File: src/core/uec_defs.svh
// Constants for the USB device endpoint control block.
// Assumes inclusion by bare name from core/ and verif/ files.
`ifndef UEC_DEFS_SVH
`define UEC_DEFS_SVH

`define UEC_NUM_EP 4
`define UEC_EP_W 2
`define UEC_ADDR_W 7
`define UEC_MPS_W 11
`define UEC_EP0_MPS 11'h040
`define UEC_FIFO_TOTAL 4096
`define UEC_EP0_RESERVED 64
`define UEC_FIFO_DEPTH 8
`define UEC_CNT_W 11
`define UEC_ST_W 5
`define UEC_ST_SENT_STALL 0
`define UEC_ST_DATA_ERR 1
`define UEC_ST_OVERRUN 2
`define UEC_ST_FIFO_FULL 3
`define UEC_ST_PKT_READY 4

`endif

File: src/core/uec_pkg.sv
// Types for the USB device endpoint control block.
// Assumes nothing beyond a SystemVerilog compiler.
`default_nettype none
package uec_pkg;
    typedef enum logic [1:0] {ep_type_control, ep_type_isochronous, ep_type_bulk, ep_type_interrupt} uec_ep_type_t;
    typedef enum logic [1:0] {hs_none, hs_ack, hs_nak, hs_stall} uec_hs_t;
    typedef enum logic {dir_sel_out_side, dir_sel_in_side} uec_dir_t;
endpackage : uec_pkg
`default_nettype wire

File: src/core/uec_ctrl.sv
// USB device endpoint control: address, soft connect, endpoint config,
// stall, status clear, data acknowledge, receive byte count.
// Assumes the packet engine reports tokens and receive bytes as pulses.
//
// Operation
// Device answers tokens only at the address last written by software; here writes before device mode are dropped.
// Soft connect asserted attaches the device to the bus; here only once device mode is set.
// Soft connect deasserted detaches the device until reasserted.
// Configuration readback returns the last written size and flags per direction.
// Endpoint zero configuration is fixed and ignores writes.
// Type field selects control, isochronous, bulk or interrupt.
// Each endpoint direction holds a DMA access select.
// Auto send marks IN packet ready once max packet bytes are written.
// Auto request asks for data when FIFO can take another packet; here, with max packet above 8 bytes, once the 8-byte buffer is empty.
// Auto clear drops OUT packet ready once the data is read out.
// Without auto clear, software clears OUT packet ready itself.
// Software acknowledges read OUT data with an explicit strobe.
// Final packet flag matters only on endpoint zero.
// Stall command stalls only the chosen direction of one endpoint.
// Stall clear removes stall only from the chosen direction.
// Status clear clears exactly the presented bits.
// A mode bit switches the controller into device mode.
// Received byte count per OUT endpoint is reported.
// Shared FIFO memory totals 2048 or 4096 bytes; the receive buffer here holds only 8 bytes.
// First 64 bytes belong to endpoint zero.
// Stalled direction answers every token with STALL.
// Byte count reads zero after the last packet is read and acknowledged.
`default_nettype none
`include "uec_defs.svh"
module uec_ctrl (
    // Clock and reset
    input wire logic core_clk,
    input wire logic rst_n,
    // Mode and attach
    input wire logic dual_role_device_select,
    input wire logic soft_connect,
    output logic device_mode,
    output logic bus_attach,
    // Address
    input wire logic addr_wr,
    input wire logic [`UEC_ADDR_W-1:0] addr_wdata,
    output logic [`UEC_ADDR_W-1:0] dev_addr,
    // Endpoint configuration
    input wire logic cfg_wr,
    input wire logic [`UEC_EP_W-1:0] cfg_ep,
    input wire uec_pkg::uec_dir_t cfg_dir,
    input wire logic [`UEC_MPS_W-1:0] max_packet_bytes,
    input wire uec_pkg::uec_ep_type_t cfg_type,
    input wire logic [1:0] ep_dma_access_select,
    input wire logic tx_auto_send,
    input wire logic rx_auto_request,
    input wire logic rx_auto_ready_clear,
    output logic [`UEC_MPS_W-1:0] cfg_rd_mps,
    output logic [1:0] cfg_rd_type,
    output logic [1:0] cfg_rd_dma,
    output logic [2:0] cfg_rd_auto,
    // Stall and status commands
    input wire logic stall_set,
    input wire logic stall_clr,
    input wire logic [`UEC_EP_W-1:0] cmd_ep,
    input wire uec_pkg::uec_dir_t cmd_dir,
    input wire logic status_clr,
    input wire logic [`UEC_ST_W-1:0] status_clr_bits,
    input wire logic data_ack,
    input wire logic final_packet_flag,
    output logic [`UEC_ST_W-1:0] out_status,
    output logic [`UEC_CNT_W-1:0] rx_byte_count,
    output logic ep0_data_end,
    // Packet engine side
    input wire logic tok_valid,
    input wire logic [`UEC_ADDR_W-1:0] tok_addr,
    input wire logic [`UEC_EP_W-1:0] tok_ep,
    input wire uec_pkg::uec_dir_t tok_dir,
    output uec_pkg::uec_hs_t tok_hs,
    output logic tok_hit,
    input wire logic rx_byte_valid,
    input wire logic [7:0] rx_byte,
    output logic rx_byte_ready,
    input wire logic rx_pkt_end,
    input wire logic tx_byte_wr,
    output logic tx_pkt_ready,
    output logic rx_more_request,
    // Software read of OUT data
    output logic rd_valid,
    output logic [7:0] rd_data,
    input wire logic rd_ready
);
    localparam int NE = `UEC_NUM_EP;
    localparam int FD = `UEC_FIFO_DEPTH;

    logic [`UEC_ADDR_W-1:0] addr_r;
    logic mode_r;
    logic [`UEC_MPS_W-1:0] mps_r [NE][2];
    logic [1:0] type_r [NE][2];
    logic [1:0] dma_r [NE][2];
    logic [2:0] auto_r [NE][2];
    logic [1:0] stall_r [NE];
    logic [`UEC_ST_W-1:0] st_r [NE];
    logic [`UEC_CNT_W-1:0] cnt_r [NE];
    logic [`UEC_CNT_W-1:0] tx_cnt_r [NE];
    logic [NE-1:0] tx_rdy_r;
    logic [`UEC_EP_W-1:0] rx_ep_r;
    logic data_end_r;
    logic hit_r;
    uec_pkg::uec_hs_t hs_r;
    logic f_in_ready;
    logic [$clog2(FD):0] f_count;
    logic pop;

    // ----------------------------------------
    // Receive buffer
    // ----------------------------------------
    // Incoming bytes are buffered; a full buffer stalls the packet engine.
    uec_fifo #(.WIDTH(8), .DEPTH(FD)) u_rx_fifo (
        .core_clk(core_clk),
        .rst_n(rst_n),
        .in_valid(rx_byte_valid),
        .in_data(rx_byte),
        .in_ready(f_in_ready),
        .out_valid(rd_valid),
        .out_data(rd_data),
        .out_ready(rd_ready),
        .count(f_count)
    );
    assign rx_byte_ready = f_in_ready;
    assign pop = rd_valid && rd_ready;

    // ----------------------------------------
    // Mode, attach and address
    // ----------------------------------------
    always_ff @(posedge core_clk)
    begin
        if (!rst_n)
        begin
            mode_r <= 1'b0;
        end
        else if (dual_role_device_select)
        begin
            mode_r <= 1'b1;
        end
    end
    assign device_mode = mode_r;
    // Attach follows soft connect level once in device mode; no latch so detach holds
    assign bus_attach = mode_r && soft_connect; // see R2

    always_ff @(posedge core_clk)
    begin
        if (!rst_n)
        begin
            addr_r <= '0;
        end
        else if (addr_wr && mode_r)
        begin
            addr_r <= addr_wdata;
        end
    end
    assign dev_addr = addr_r;

    // ----------------------------------------
    // Endpoint configuration
    // ----------------------------------------
    always_ff @(posedge core_clk)
    begin
        if (!rst_n)
        begin
            for (int e = 0; e < NE; e++)
            begin
                for (int d = 0; d < 2; d++)
                begin
                    mps_r[e][d] <= (e == 0) ? `UEC_EP0_MPS : '0;
                    type_r[e][d] <= (e == 0) ? 2'h0 : 2'h2;
                    dma_r[e][d] <= 2'h0;
                    auto_r[e][d] <= 3'h0;
                end
            end
        end
        else if (cfg_wr && cfg_ep != '0)
        begin
            mps_r[cfg_ep][cfg_dir] <= max_packet_bytes;
            type_r[cfg_ep][cfg_dir] <= cfg_type;
            dma_r[cfg_ep][cfg_dir] <= ep_dma_access_select;
            auto_r[cfg_ep][cfg_dir] <= {tx_auto_send, rx_auto_request, rx_auto_ready_clear};
        end
    end
    assign cfg_rd_mps = mps_r[cfg_ep][cfg_dir];
    assign cfg_rd_type = type_r[cfg_ep][cfg_dir];
    assign cfg_rd_dma = dma_r[cfg_ep][cfg_dir];
    assign cfg_rd_auto = auto_r[cfg_ep][cfg_dir];

    // ----------------------------------------
    // Stall per direction
    // ----------------------------------------
    always_ff @(posedge core_clk)
    begin
        if (!rst_n)
        begin
            for (int e = 0; e < NE; e++)
            begin
                stall_r[e] <= 2'h0;
            end
        end
        else if (stall_set)
        begin
            stall_r[cmd_ep][cmd_dir] <= 1'b1;
        end
        else if (stall_clr)
        begin
            stall_r[cmd_ep][cmd_dir] <= 1'b0;
        end
    end

    // ----------------------------------------
    // Token answers
    // ----------------------------------------
    always_ff @(posedge core_clk)
    begin
        if (!rst_n)
        begin
            hs_r <= uec_pkg::hs_none;
            hit_r <= 1'b0;
        end
        else
        begin
            hit_r <= tok_valid && bus_attach && (tok_addr == addr_r);
            if (!(tok_valid && bus_attach && tok_addr == addr_r))
            begin
                hs_r <= uec_pkg::hs_none;
            end
            else if (stall_r[tok_ep][tok_dir])
            begin
                hs_r <= uec_pkg::hs_stall;
            end
            else if (tok_dir == uec_pkg::dir_sel_in_side)
            begin
                hs_r <= tx_rdy_r[tok_ep] ? uec_pkg::hs_ack : uec_pkg::hs_nak;
            end
            else
            begin
                hs_r <= st_r[tok_ep][`UEC_ST_PKT_READY] ? uec_pkg::hs_nak : uec_pkg::hs_ack;
            end
        end
    end
    assign tok_hs = hs_r;
    assign tok_hit = hit_r;

    // ----------------------------------------
    // OUT status, byte count and acknowledge
    // ----------------------------------------
    always_ff @(posedge core_clk)
    begin
        if (!rst_n)
        begin
            rx_ep_r <= '0;
        end
        else if (tok_valid && tok_dir == uec_pkg::dir_sel_out_side && tok_addr == addr_r)
        begin
            rx_ep_r <= tok_ep;
        end
    end

    always_ff @(posedge core_clk)
    begin
        if (!rst_n)
        begin
            for (int e = 0; e < NE; e++)
            begin
                st_r[e] <= '0;
                cnt_r[e] <= '0;
            end
        end
        else
        begin
            for (int e = 0; e < NE; e++)
            begin
                logic [`UEC_ST_W-1:0] s;
                logic [`UEC_CNT_W-1:0] c;
                s = st_r[e];
                c = cnt_r[e];
                if (status_clr && cmd_ep == `UEC_EP_W'(e))
                begin
                    s = s & ~status_clr_bits;
                end
                if (data_ack && cmd_ep == `UEC_EP_W'(e))
                begin
                    s[`UEC_ST_PKT_READY] = 1'b0;
                end
                if (pop && rx_ep_r == `UEC_EP_W'(e) && c != '0)
                begin
                    c = c - 1'b1;
                    if (c == '0 && auto_r[e][0][0])
                    begin
                        s[`UEC_ST_PKT_READY] = 1'b0;
                    end
                end
                if (rx_ep_r == `UEC_EP_W'(e))
                begin
                    if (rx_byte_valid && f_in_ready)
                    begin
                        c = c + 1'b1;
                    end
                    // Hardware events win over a same-cycle clear
                    if (rx_byte_valid && !f_in_ready)
                    begin
                        s[`UEC_ST_OVERRUN] = 1'b1;
                    end
                    if (rx_pkt_end)
                    begin
                        s[`UEC_ST_PKT_READY] = 1'b1;
                    end
                end
                if (tok_valid && bus_attach && tok_addr == addr_r && tok_ep == `UEC_EP_W'(e)
                    && tok_dir == uec_pkg::dir_sel_out_side && stall_r[e][0])
                begin
                    s[`UEC_ST_SENT_STALL] = 1'b1;
                end
                s[`UEC_ST_FIFO_FULL] = !f_in_ready;
                st_r[e] <= s;
                cnt_r[e] <= c;
            end
        end
    end
    assign out_status = st_r[cmd_ep];
    assign rx_byte_count = cnt_r[cmd_ep];

    always_ff @(posedge core_clk)
    begin
        if (!rst_n)
        begin
            data_end_r <= 1'b0;
        end
        else
        begin
            // Final flag only kept for endpoint zero
            data_end_r <= data_ack && final_packet_flag && (cmd_ep == '0);
        end
    end
    assign ep0_data_end = data_end_r;

    // Request more when buffer room reaches one max packet (capped to depth)
    assign rx_more_request = auto_r[rx_ep_r][0][1] &&
        ((`UEC_CNT_W'(FD) - `UEC_CNT_W'(f_count)) >= `UEC_CNT_W'(FD)
         || (`UEC_CNT_W'(FD) - `UEC_CNT_W'(f_count)) >= mps_r[rx_ep_r][0]);

    // ----------------------------------------
    // IN packet ready
    // ----------------------------------------
    always_ff @(posedge core_clk)
    begin
        if (!rst_n)
        begin
            tx_rdy_r <= '0;
            for (int e = 0; e < NE; e++)
            begin
                tx_cnt_r[e] <= '0;
            end
        end
        else
        begin
            for (int e = 0; e < NE; e++)
            begin
                if (tok_valid && bus_attach && tok_addr == addr_r && tok_ep == `UEC_EP_W'(e)
                    && tok_dir == uec_pkg::dir_sel_in_side && tx_rdy_r[e] && !stall_r[e][1])
                begin
                    tx_rdy_r[e] <= 1'b0;
                    tx_cnt_r[e] <= '0;
                end
                else if (tx_byte_wr && cfg_ep == `UEC_EP_W'(e) && !tx_rdy_r[e])
                begin
                    tx_cnt_r[e] <= tx_cnt_r[e] + 1'b1;
                    if (auto_r[e][1][2] && tx_cnt_r[e] + 1'b1 == mps_r[e][1])
                    begin
                        tx_rdy_r[e] <= 1'b1;
                    end
                end
            end
        end
    end
    assign tx_pkt_ready = tx_rdy_r[cfg_ep];
endmodule : uec_ctrl
`default_nettype wire

File: src/core/uec_fifo.sv
// Small synchronous FIFO with valid/ready on both sides.
// Assumes one clock and a synchronous active-low reset.
`default_nettype none
module uec_fifo #(
    parameter int WIDTH = 8,
    parameter int DEPTH = 8
) (
    // Clock and reset
    input wire logic core_clk,
    input wire logic rst_n,
    // Fill side
    input wire logic in_valid,
    input wire logic [WIDTH-1:0] in_data,
    output logic in_ready,
    // Drain side
    output logic out_valid,
    output logic [WIDTH-1:0] out_data,
    input wire logic out_ready,
    // Occupancy
    output logic [$clog2(DEPTH):0] count
);
    localparam int AW = $clog2(DEPTH);
    logic [WIDTH-1:0] mem [DEPTH];
    logic [AW-1:0] wr_ptr_r;
    logic [AW-1:0] rd_ptr_r;
    logic [AW:0] cnt_r;
    logic push;
    logic pop;

    assign in_ready = (cnt_r != (AW+1)'(DEPTH));
    assign out_valid = (cnt_r != '0);
    assign out_data = mem[rd_ptr_r];
    assign push = in_valid && in_ready;
    assign pop = out_valid && out_ready;
    assign count = cnt_r;

    always_ff @(posedge core_clk)
    begin
        if (push)
        begin
            mem[wr_ptr_r] <= in_data;
        end
    end

    always_ff @(posedge core_clk)
    begin
        if (!rst_n)
        begin
            wr_ptr_r <= '0;
            rd_ptr_r <= '0;
            cnt_r <= '0;
        end
        else
        begin
            if (push)
            begin
                wr_ptr_r <= wr_ptr_r + 1'b1;
            end
            if (pop)
            begin
                rd_ptr_r <= rd_ptr_r + 1'b1;
            end
            if (push && !pop)
            begin
                cnt_r <= cnt_r + 1'b1;
            end
            else if (pop && !push)
            begin
                cnt_r <= cnt_r - 1'b1;
            end
        end
    end
endmodule : uec_fifo
`default_nettype wire

File: config.mk
export PLATFORM = sky130hd
export DESIGN_NAME = uec_ctrl
export DESIGN_NICKNAME = d
export VERILOG_FILES = /design/src/core/uec_pkg.sv /design/src/core/uec_ctrl.sv /design/src/core/uec_fifo.sv
export VERILOG_INCLUDE_DIRS = /design/src /design/src/core
export SDC_FILE = /design/constraint.sdc
export NUM_CORES = 1
export LEC_CHECK = 0
export ABC_AREA = 0
export BUFFER_PORTS_ARGS = -buffer_cell sky130_fd_sc_hd__buf_2
export CAP_MARGIN = 20
export CORE_MARGIN = 8
export CORE_UTILIZATION = 40
export CTS_CLUSTER_SIZE = 28
export DETAILED_ROUTE_END_ITERATION = 10
export PLACE_DENSITY_LB_ADDON = 0.25
export SYNTH_ARGS = -nofsm -noshare
export SYNTH_HDL_FRONTEND = slang
export SYNTH_SLANG_ARGS = --single-unit
export TNS_END_PERCENT = 10
File: constraint.sdc
create_clock -name core_clk -period 3.9 [get_ports core_clk]
set_input_delay 0.195 -clock core_clk [delete_from_list [all_inputs] [get_ports core_clk]]
set_output_delay 0.195 -clock core_clk [all_outputs]
set_load 0.01 [all_outputs]
# Word-level counts from Yosys, hierarchy flattened
# Memories as Yosys holds them, arrays and structs flattened. A register that Yosys moved wholly into a read port is not among the register bits.
# Cells that the tools add are included.
# word_totals
register_bits	28
ram_bits	324
inputBits	70
output_inout_bits	59
word_cells	393
n_memories	9
# mem_list
name	depth	width	read_ports	rd_ports_with_merged_regs	wr	line	source
mps_r	4	22	6	1	4	uec_ctrl.sv:93	logic [`UEC_MPS_W-1:0] mps_r [NE][2];
u_rx_fifo.mem	8	8	1	1	1	uec_fifo.sv:23	logic [WIDTH-1:0] mem [DEPTH];
cnt_r	4	11	5	0	4	uec_ctrl.sv:99	logic [`UEC_CNT_W-1:0] cnt_r [NE];
tx_cnt_r	4	11	4	0	4	uec_ctrl.sv:100	logic [`UEC_CNT_W-1:0] tx_cnt_r [NE];
auto_r	4	6	6	1	4	uec_ctrl.sv:96	logic [2:0] auto_r [NE][2];
st_r	4	5	6	0	4	uec_ctrl.sv:98	logic [`UEC_ST_W-1:0] st_r [NE];
+3 memories	n/a	n/a	n/a	n/a	n/a	n/a	
# op_classes
n_addsub	17
order_cmp	9
eq_ne	18
n_mux	187
bitwise	26
reduce_logical	114
# ops
operator	n
$mux W11	36
$mux W1	90
$add A11 B1 Y11 const B	8
$logic_and A1 B1 Y1	73
$mux W22	3
$mux W5	12
$mux W2	24
$eq A11 B11 Y1	4
$logic_not A11 Y1	4
$reduce_bool A11 Y1	4
$sub A11 B1 Y11 const B	4
$mux W4	7
$reduce_or A22 Y1	1
$and A5 B5 Y5	4
$mux W3	6
$mux W6	3
$or A1 B1 Y1	18
$eq A2 B2 Y1 const B	8
$demux W11 S1	1
$ge A11 B11 Y1	1
$ge A11 B4 Y1 const B	1
$logic_not A1 Y1	11
$reduce_and A2 Y1	5
$reduce_or A2 Y1	5
other kinds (25)	38

# Logic depth before layout (Yosys ltp)
# Gate-level depths: netlist of the first run.
# depth
depth_word	12
mapped_depth	15
mapped_depth_nobuf	14

# Cells and area by module
# From an unflattened synthesis of the first run, not the netlist that was laid out.
# unflattened
hier_cells	1636
hier_area_um2	19037.0
# by_module_without_submodules
module	n_inst	cells_each	area_per_inst_um2	seq_area_each_um2
uec_ctrl	1	1470	15877.7	7507.2
uec_fifo	1	166	3159.3	2182.1

# Least setup slack after synthesis of the first run
# OpenSTA, ideal clock, no wires.
# synth_path
path_kind	flip-flop to flip-flop
from	memory cnt_r[2][0] (netlist name)
to	memory cnt_r[2][10] (netlist name)
setup_time_ns	0.128
t_arrival_ns	2.898
required_ns	3.772
setup_slack_ns	0.875
stages_incl_launch_ff	15
n_path_buf	1
synth_period_minus_slack_ns	3.025
path_cell_list	dfxtp_1 -> inv_1 -> ha_1 -> clkbuf_1 -> nor3b_2 -> nand3_1 -> nand2_1 -> xnor2_1 -> ha_1 -> nand4_1 -> nor4b_1 -> o21ai_1 -> nor3_1 -> xor2_1 -> nor2_1
# synth_rtl
element	line
start: declaration	uec_ctrl.sv:99

==> impl_metrics.prom, run 1 <==
# TYPE chip_impl_metric gauge
chip_impl_metric{name="drtAntennaViolNets",unit=""} 0
chip_impl_metric{name="netlist_instances",unit=""} 1669
chip_impl_metric{name="drt_first_pass_iters",unit=""} 5
chip_impl_metric{name="crit_cells",unit=""} 11
chip_impl_metric{name="worst_skew_pair.late_latency",unit="ns"} 0.57
chip_impl_metric{name="wl",unit="um"} 51490
chip_impl_metric{name="max-vdd-ir-drop",unit="mV"} 0.2822
chip_impl_info{name="critical_path.cell_chain",value="buf_4 -> mux4_2 -> inv_1 -> ha_1 -> o21a_1 -> o21a_1 -> o211ai_1 -> a21oi_1 -> nor3_1 -> o21ai_0 -> buf_2"} 1
chip_impl_metric{name="max_slew_margin",unit="%"} 33.21
chip_impl_metric{name="required",unit="ns"} 3.70
chip_impl_metric{name="netlist_area",unit="sq um"} 19030
chip_impl_metric{name="drc",unit=""} 0
chip_impl_info{name="ys_dominant_reg_cell",value="sky130_fd_sc_hd__edfxtp_1"} 1
chip_impl_metric{name="cp_data_arrival_time",unit="ns"} 3.23
chip_impl_metric{name="seq_area_frac_synth",unit="%"} 50.91
chip_impl_metric{name="floorplan.io_pins",unit=""} 129
chip_impl_metric{name="first_iter_violations",unit=""} 1224
chip_impl_metric{name="core.rowCount",unit=""} 80
chip_impl_info{name="critical_path_class",value="reg2out"} 1
chip_impl_info{name="crit_path_frequent_cell",value="sky130_fd_sc_hd__o21a_1"} 1
chip_impl_metric{name="max_stage_delay",unit="ns"} 0.53
chip_impl_info{name="timing.critical_path.from_type",value="flip-flop"} 1
chip_impl_metric{name="cp.buffers_inverters",unit=""} 3
chip_impl_metric{name="synth.avg_cell_area",unit="sq um"} 11.40
chip_impl_metric{name="finalClockSkew",unit="ns"} 0.02327
chip_impl_metric{name="power.density",unit="nW/um^2"} 470.6
chip_impl_metric{name="detailed_place.area",unit="sq um"} 20480
chip_impl_metric{name="place.port_buffers",unit=""} 127
chip_impl_metric{name="synth.lib_cells_used.distinct",unit=""} 76
chip_impl_metric{name="r2r.worst_path.cells",unit=""} 13
chip_impl_metric{name="count_of_flip_flops_with_a_built_in_enable_after_synthesis",unit=""} 260
chip_impl_metric{name="max_clock_freq",unit="MHz"} 291.8
chip_impl_metric{name="largest_net_degree_at_the_start_of_global_routing",unit=""} 39
chip_impl_metric{name="cts.htree.levels",unit=""} 2
chip_impl_info{name="setup.worst_path.end_class",value="output pin"} 1
chip_impl_metric{name="start_util",unit="%"} 40.20
chip_impl_metric{name="worst_slew_pin_slew",unit="ns"} 1.002
chip_impl_info{name="cts_tree",value="built"} 1
chip_impl_metric{name="layout.core_utilization",unit="%"} 46.77
chip_impl_metric{name="yosysWarnings",unit=""} 0
chip_impl_info{name="hp-class",value="in2reg"} 1
chip_impl_metric{name="design_area",unit="sq um"} 22140
chip_impl_metric{name="numCtsBuffers",unit=""} 41
chip_impl_metric{name="die_width",unit="um"} 234.1
chip_impl_metric{name="fin_worst_hold_slack",unit="ns"} 0.03090
chip_impl_metric{name="nFillCells",unit=""} 4330
chip_impl_metric{name="routed_wire_length_per_instance",unit="um"} 20.58
chip_impl_metric{name="grt_antenna_before_repair",unit=""} 6
chip_impl_metric{name="count_of_endpoints_failing_setup_in_the_final_report",unit=""} 0
chip_impl_info{name="critical-path-slowest-cell",value="sky130_fd_sc_hd__mux4_2"} 1
chip_impl_metric{name="max_cap_violations",unit=""} 0
chip_impl_metric{name="finalMaxSlewViolations",unit=""} 0
chip_impl_metric{name="grt_use_total",unit="%"} 18.59
chip_impl_metric{name="core",unit="sq um"} 47350
chip_impl_metric{name="total_leakage_power",unit="uW"} 0.008040
chip_impl_metric{name="chipHeight",unit="um"} 234.1
chip_impl_metric{name="gr-total-overflow",unit=""} 0
chip_impl_info{name="run_status",value="finished, final reports clean"} 1
chip_impl_info{name="unrepaired_setup_endpoints_after_global_routing",value="no"} 1
chip_impl_metric{name="place_congestion",unit=""} 0.8905
chip_impl_metric{name="total_power",unit="uW"} 10420
chip_impl_metric{name="finalNetCount",unit=""} 1959
chip_impl_metric{name="worst_hold_path.num_cells",unit=""} 3
chip_impl_metric{name="finalCriticalPeriod",unit="ns"} 3.427
chip_impl_metric{name="dr_total_vias",unit=""} 13760
chip_impl_metric{name="first_global_vias",unit=""} 13340
chip_impl_metric{name="clock_sinks",unit=""} 354
chip_impl_metric{name="place_hpwl",unit="um"} 37350
chip_impl_metric{name="detail_route.vias_per_cell",unit=""} 5.499
chip_impl_metric{name="postCtsSetupBuffers",unit=""} 0
chip_impl_metric{name="max-clock-path-buffers",unit=""} 3
chip_impl_metric{name="grt_first_pass_wirelength",unit="um"} 78200
chip_impl_metric{name="finalHoldViolations",unit=""} 0
chip_impl_metric{name="area_delta_synth_final",unit="%"} 16.34
chip_impl_metric{name="layout_cell_share_with_drive_strength_beyond_1",unit="%"} 18.72
chip_impl_metric{name="min_period_over_period",unit="%"} 87.87
chip_impl_info{name="clk_root_buffer_cell",value="sky130_fd_sc_hd__clkbuf_16"} 1
chip_impl_metric{name="final.setup.tns",unit="ns"} 0
chip_impl_info{name="worst_path_dominant_cell_family",value="compound AO/OA/AOI/OAI gates"} 1
chip_impl_metric{name="crit_fanout",unit=""} 11
chip_impl_metric{name="synth_seq_cells",unit=""} 354
chip_impl_metric{name="cts.clk_slew.worst_paths",unit="ns"} 0.06
chip_impl_metric{name="synth_async_sr_flop_share",unit="%"} 0
chip_impl_metric{name="die_area",unit="sq um"} 54820
## metrics by stage
stage	worst slack (ns)	std cells
global route	0.2915	2501
global placement	0.7719	2390
detailed placement	0.6990	2390
finish	0.4733	2502
floorplan	0.8748	1703
CTS	0.4370	2501
## sequential cells by signal, summed over array words and instances (netlist names), 4 cells and up, named ones only
name / cells
mps_r: 88
u_rx_fifo.mem: 64
cnt_r: 44
tx_cnt_r: 44
auto_r: 24
st_r: 17
dma_r: 16
type_r: 16
stall_r: 8
dev_addr: 7
tx_rdy_r: 4
u_rx_fifo.count: 4
## final timing paths
| kind | startpoint | endpoint | slack [ns] |
|---|---|---|---|
| max | flip-flop | rx_more_request | 0.47 |
| min | addr_wr | dev_addr[4]$_SDFFE_PN0P_ | 0.03 |
| max reg2reg | u_rx_fifo.count[0]$_SDFFE_PN0P_ | cnt_r[2][10]$_SDFF_PN0_ | 0.67 |
| min reg2reg | st_r[1][1]$_SDFFE_PN0P_ | st_r[1][1]$_SDFFE_PN0P_ | 0.43 |
## metal layers
layer | track usage (%) | part of all wire [%] | vias up
met5 | 0 | 0.10 | -
met4 | 5.664 | 2.3 | 8
met3 | 3.798 | 6.7 | 70
met1 | 24.60 | 44 | 6801
met2 | 30.50 | 47 | 403
li1 | - | - | 6476
## final cells by class
type                    count  area [sq um]  area share [%]
diodes                      1         2.502         0.01130
clock buffers              53          1132           5.114
clock inverters            21         155.1          0.7007
inverters                  39         152.6          0.6894
multi-input cells        1218          8956           40.45
flip-flops and latches    354          9689           43.76
well taps                 615         769.5           3.475
repair buffers            201          1284           5.798
## timing repair
action                                  CTS  global route
endpoints found under the setup margin    0             0
hold endpoints to repair                118             0
gates resized for setup                   0             0
hold buffers                             37             0
## worst register-to-register path, cell delays in order, from the launching register on
cell	delay (ns)
sky130_fd_sc_hd__dfxtp_1	0.37
sky130_fd_sc_hd__inv_1	0.11
sky130_fd_sc_hd__ha_1	0.25
sky130_fd_sc_hd__nor3b_2	0.53
sky130_fd_sc_hd__nor2_1	0.13
sky130_fd_sc_hd__nand2_1	0.20
sky130_fd_sc_hd__xnor2_1	0.18
sky130_fd_sc_hd__ha_1	0.19
sky130_fd_sc_hd__nand4_1	0.19
sky130_fd_sc_hd__nor4b_1	0.35
sky130_fd_sc_hd__o21ai_1	0.18
sky130_fd_sc_hd__nor3_1	0.22
sky130_fd_sc_hd__xor2_1	0.17
sky130_fd_sc_hd__nor2_1	0.05
## cell usage after synthesis (12+ instances only)
cell type / count / area (sq um)
sky130_fd_sc_hd__and3_1: 22 / 137.6
sky130_fd_sc_hd__mux2i_1: 15 / 150.1
sky130_fd_sc_hd__mux4_2: 83 / 1869
sky130_fd_sc_hd__nand4_1: 25 / 156.4
sky130_fd_sc_hd__mux2_2: 14 / 157.7
sky130_fd_sc_hd__buf_1: 12 / 45.04
sky130_fd_sc_hd__ha_1: 33 / 412.9
sky130_fd_sc_hd__nor3_1: 53 / 265.3
sky130_fd_sc_hd__xor2_1: 61 / 534.3
sky130_fd_sc_hd__o21ai_0: 45 / 225.2
sky130_fd_sc_hd__edfxtp_1: 260 / 7807
sky130_fd_sc_hd__nor2_1: 168 / 630.6
sky130_fd_sc_hd__dfxtp_1: 94 / 1882
sky130_fd_sc_hd__inv_1: 37 / 138.9
sky130_fd_sc_hd__and2_1: 109 / 681.9
sky130_fd_sc_hd__nor4_1: 23 / 143.9
sky130_fd_sc_hd__a21oi_1: 55 / 275.3
sky130_fd_sc_hd__nand3_1: 61 / 305.3
sky130_fd_sc_hd__clkbuf_1: 67 / 251.5
sky130_fd_sc_hd__nand2_1: 137 / 514.2
sky130_fd_sc_hd__xnor2_1: 99 / 867.1
sky130_fd_sc_hd__or3_1: 14 / 87.58
## placed cells by master (no fill, tap or decap), types with 15 or more instances in the layout
cell and n:
sky130_fd_sc_hd__a21oi_1 55, sky130_fd_sc_hd__and2_1 109, sky130_fd_sc_hd__and3_1 22, sky130_fd_sc_hd__buf_2 127, sky130_fd_sc_hd__buf_4 37, sky130_fd_sc_hd__clkbuf_16 42
sky130_fd_sc_hd__conb_1 36, sky130_fd_sc_hd__dfxtp_1 94, sky130_fd_sc_hd__dlygate4sd3_1 37, sky130_fd_sc_hd__edfxtp_1 260, sky130_fd_sc_hd__ha_1 33, sky130_fd_sc_hd__inv_1 36
sky130_fd_sc_hd__mux2i_1 15, sky130_fd_sc_hd__mux4_2 83, sky130_fd_sc_hd__nand2_1 137, sky130_fd_sc_hd__nand3_1 61, sky130_fd_sc_hd__nand4_1 25, sky130_fd_sc_hd__nor2_1 168
sky130_fd_sc_hd__nor3_1 53, sky130_fd_sc_hd__nor4_1 22, sky130_fd_sc_hd__o21ai_0 42, sky130_fd_sc_hd__xnor2_1 99, sky130_fd_sc_hd__xor2_1 61
## kinds of logic after synthesis
logic type | after synthesis | share of synthesized area [%]
and+or+nand+nor | 701 | 19.25
DFF | 354 | 50.91
AOI/OAI and AO/OA | 173 | 5.700
xor gates and xnor gates | 160 | 7.363
buffers and inverters | 131 | 2.814
muxes | 114 | 11.65
adders and majority gates | 34 | 2.275
other | 2 | 0.03946
## power by group
| group | total (uW) | internal (uW) | switching [uW] | leakage [uW] |
|---|---|---|---|---|
| clock network | 3750 | 2180 | 1570 | 0.000636 |
| registers | 4590 | 4310 | 287 | 0.00327 |
| logic | 2080 | 947 | 1130 | 0.00413 |
(Power assumes the default switching activity.)
==> inputs of run 2 (changes only) <==
--- a/config.mk
+++ b/config.mk
@@ -9,6 +9,7 @@
 export ABC_AREA = 0
 export BUFFER_PORTS_ARGS = -buffer_cell sky130_fd_sc_hd__buf_2
 export CAP_MARGIN = 20
+export CORE_ASPECT_RATIO = 1.1
 export CORE_MARGIN = 8
 export CORE_UTILIZATION = 40
 export CTS_CLUSTER_SIZE = 28
==> impl_metrics.prom, run 2 (same netlist as run 1, synthesis figures left out) <==
# TYPE chip_impl_metric gauge
chip_impl_metric{name="dr_total_vias",unit=""} 13600
chip_impl_metric{name="place_hpwl",unit="um"} 37020
chip_impl_metric{name="finalNetCount",unit=""} 1958
chip_impl_metric{name="grt_first_pass_wirelength",unit="um"} 78720
chip_impl_metric{name="flip_flop_count_of_the_largest_register_after_layout",unit=""} 88
chip_impl_metric{name="start_util",unit="%"} 40.15
chip_impl_metric{name="worst-r2r-setup-slack",unit="ns"} 0.47
chip_impl_metric{name="required",unit="ns"} 4.34
chip_impl_info{name="run_status",value="finished, final reports clean"} 1
chip_impl_metric{name="largest_net_degree_at_the_start_of_global_routing",unit=""} 35
chip_impl_info{name="clk_root_buffer_cell",value="sky130_fd_sc_hd__clkbuf_16"} 1
chip_impl_metric{name="r2r.worst_path.cells",unit=""} 13
chip_impl_info{name="largest-register",value="mps_r"} 1
chip_impl_metric{name="final.setup.tns",unit="ns"} 0
chip_impl_metric{name="finalHoldViolations",unit=""} 0
chip_impl_metric{name="finalMaxSlewViolations",unit=""} 0
chip_impl_metric{name="place_congestion",unit=""} 0.8878
chip_impl_metric{name="gr-total-overflow",unit=""} 0
chip_impl_metric{name="total_power",unit="uW"} 10400
chip_impl_info{name="leading_cell_type_in_the_layout_fill_and_taps_excluded",value="sky130_fd_sc_hd__edfxtp_1"} 1
chip_impl_metric{name="clock_sinks",unit=""} 354
chip_impl_metric{name="total_leakage_power",unit="uW"} 0.008025
chip_impl_info{name="biggestRegsByFlops",value="mps_r: 88 flops, u_rx_fifo.mem: 64 flops"} 1
chip_impl_metric{name="worst_skew_pair.late_latency",unit="ns"} 0.56
chip_impl_metric{name="max_clock_freq",unit="MHz"} 291.8
chip_impl_metric{name="drc",unit=""} 0
chip_impl_metric{name="antenna_cells_inserted",unit=""} 0
chip_impl_metric{name="cp_data_arrival_time",unit="ns"} 3.87
chip_impl_metric{name="drt_first_pass_iters",unit=""} 6
chip_impl_metric{name="drtAntennaViolNets",unit=""} 0
chip_impl_info{name="critical_path.reg2reg.startpoint",value="cnt_r[2][0]$_SDFF_PN0_"} 1
chip_impl_metric{name="finalClockSkew",unit="ns"} 0.01727
chip_impl_info{name="cp-endpoint",value="cnt_r[2][10]$_SDFF_PN0_"} 1
chip_impl_info{name="cts_tree",value="built"} 1
chip_impl_info{name="setup.worst_path.end_class",value="flip-flop"} 1
chip_impl_info{name="unrepaired_setup_endpoints_after_global_routing",value="no"} 1
chip_impl_metric{name="numCtsBuffers",unit=""} 40
chip_impl_metric{name="grt_antenna_before_repair",unit=""} 4
chip_impl_metric{name="max-clock-path-buffers",unit=""} 3
chip_impl_metric{name="power.density",unit="nW/um^2"} 468.7
chip_impl_metric{name="worst_slew_pin_slew",unit="ns"} 0.8839
chip_impl_metric{name="fin_worst_hold_slack",unit="ns"} 0.02339
chip_impl_metric{name="nFillCells",unit=""} 4331
chip_impl_metric{name="layout_cell_share_with_drive_strength_beyond_1",unit="%"} 18.67
chip_impl_info{name="hp-class",value="in2reg"} 1
chip_impl_metric{name="first_global_vias",unit=""} 13460
chip_impl_metric{name="die_area",unit="sq um"} 54820
chip_impl_metric{name="area_delta_synth_final",unit="%"} 16.57
chip_impl_metric{name="finalCriticalPeriod",unit="ns"} 3.426
chip_impl_metric{name="first_iter_violations",unit=""} 988
chip_impl_metric{name="max_cap_violations",unit=""} 0
chip_impl_metric{name="crit_fanout",unit=""} 10
chip_impl_metric{name="core",unit="sq um"} 47400
chip_impl_info{name="timing.critical_path.from_type",value="flip-flop"} 1
chip_impl_metric{name="chipHeight",unit="um"} 244.8
chip_impl_metric{name="min_period_over_period",unit="%"} 87.86
chip_impl_metric{name="cts.htree.levels",unit=""} 2
chip_impl_metric{name="routed_wire_length_per_instance",unit="um"} 20.27
chip_impl_metric{name="wl",unit="um"} 51290
chip_impl_metric{name="max-vdd-ir-drop",unit="mV"} 0.3814
chip_impl_metric{name="core.rowCount",unit=""} 84
chip_impl_info{name="rr_endpoint",value="cnt_r[2][10]$_SDFF_PN0_"} 1
chip_impl_metric{name="detail_route.vias_per_cell",unit=""} 5.375
chip_impl_info{name="critical_path_class",value="reg2reg"} 1
chip_impl_info{name="most_used_cells_in_the_layout_excluding_fill_and_tap_cells",value="sky130_fd_sc_hd__edfxtp_1, sky130_fd_sc_hd__nor2_1, sky130_fd_sc_hd__nand2_1"} 1
chip_impl_info{name="setup.worst_path.start",value="cnt_r[2][0]$_SDFF_PN0_"} 1
chip_impl_metric{name="count_of_endpoints_failing_setup_in_the_final_report",unit=""} 0
chip_impl_metric{name="place.port_buffers",unit=""} 127
chip_impl_metric{name="grt_use_total",unit="%"} 18.43
chip_impl_metric{name="floorplan.io_pins",unit=""} 129
chip_impl_metric{name="max_slew_margin",unit="%"} 41.01
chip_impl_metric{name="cts.clk_slew.worst_paths",unit="ns"} 0.06
chip_impl_metric{name="die_width",unit="um"} 224.0
## run 2: worst min-delay path by stage
stage,from,to,slack [ns],cells past startpoint
2_1_floorplan,rx_byte[0],u_rx_fifo.mem[0][0]$_DFFE_PP_,0.29,0
3_3_place_gp,st_r[1][1]$_SDFFE_PN0P_,st_r[1][1]$_SDFFE_PN0P_,0.42,2
3_5_place_dp,dual_role_device_select,device_mode$_SDFFE_PN0P_,0.42,3
4_1_cts,tok_ep[1],st_r[2][0]$_SDFF_PN0_,0.0005,3
5_1_grt,tok_ep[1],st_r[2][0]$_SDFF_PN0_,0.03,3
6_report,tok_ep[1],st_r[2][0]$_SDFF_PN0_,0.02,3
## run 2: metal layers
layer | vias to the layer above | GRT usage [%] | share of wire [%]
met3 | 77 | 3.725 | 6.1
met4 | 8 | 5.328 | 2.3
met1 | 6697 | 24.45 | 44
li1 | 6465 | - | -
met5 | - | 0 | 0.094
met2 | 353 | 30.34 | 48
## run 2: report_power, final
part | internal, uW | switching (uW)
logic | 942 | 1160
registers | 4300 | 255
clock network | 2190 | 1560
total | 7430 | 2970
## run 2: area by class of cell
type	count	area [sq um]	share of cell area, %
clock inverter	18	187.7	0.8459
multi-input combinational	1218	8956	40.37
timing repair buffer	201	1294	5.831
clock buffer	55	1100	4.957
tap	645	807.0	3.637
sequential	354	9689	43.67
inverter	39	152.6	0.6880
## run 2: through the flow
stage	utilization, %	std cells	area (sq um)	setup slack (ns)
6_report	46.81	2530	22190	0.4736
5_1_grt	46.81	2530	22190	0.2097
4_1_cts	46.81	2530	22190	0.5043
3_5_place_dp	43.33	2421	20540	0.5434
3_3_place_gp	43.33	2421	20540	0.6241
2_1_floorplan	-	1703	19160	0.8748
## run 2: critical path: stages (launching register included)
cell                      delay, ns
sky130_fd_sc_hd__dfxtp_1       0.40
sky130_fd_sc_hd__inv_1         0.09
sky130_fd_sc_hd__ha_1          0.36
sky130_fd_sc_hd__nor3b_2       0.51
sky130_fd_sc_hd__nand3_1       0.16
sky130_fd_sc_hd__nand2_1       0.22
sky130_fd_sc_hd__xnor2_1       0.19
sky130_fd_sc_hd__ha_1          0.20
sky130_fd_sc_hd__nand4_1       0.18
sky130_fd_sc_hd__nor4b_1       0.35
sky130_fd_sc_hd__o21ai_1       0.20
sky130_fd_sc_hd__nor3_1        0.21
sky130_fd_sc_hd__xor2_1        0.18
sky130_fd_sc_hd__nor2_1        0.05
## run 2: repair_timing
action | CTS | global route
resized for setup | 0 | 0
endpoints found under the hold margin | 112 | 0
setup buffers | 0 | 0
hold buffers | 36 | 0
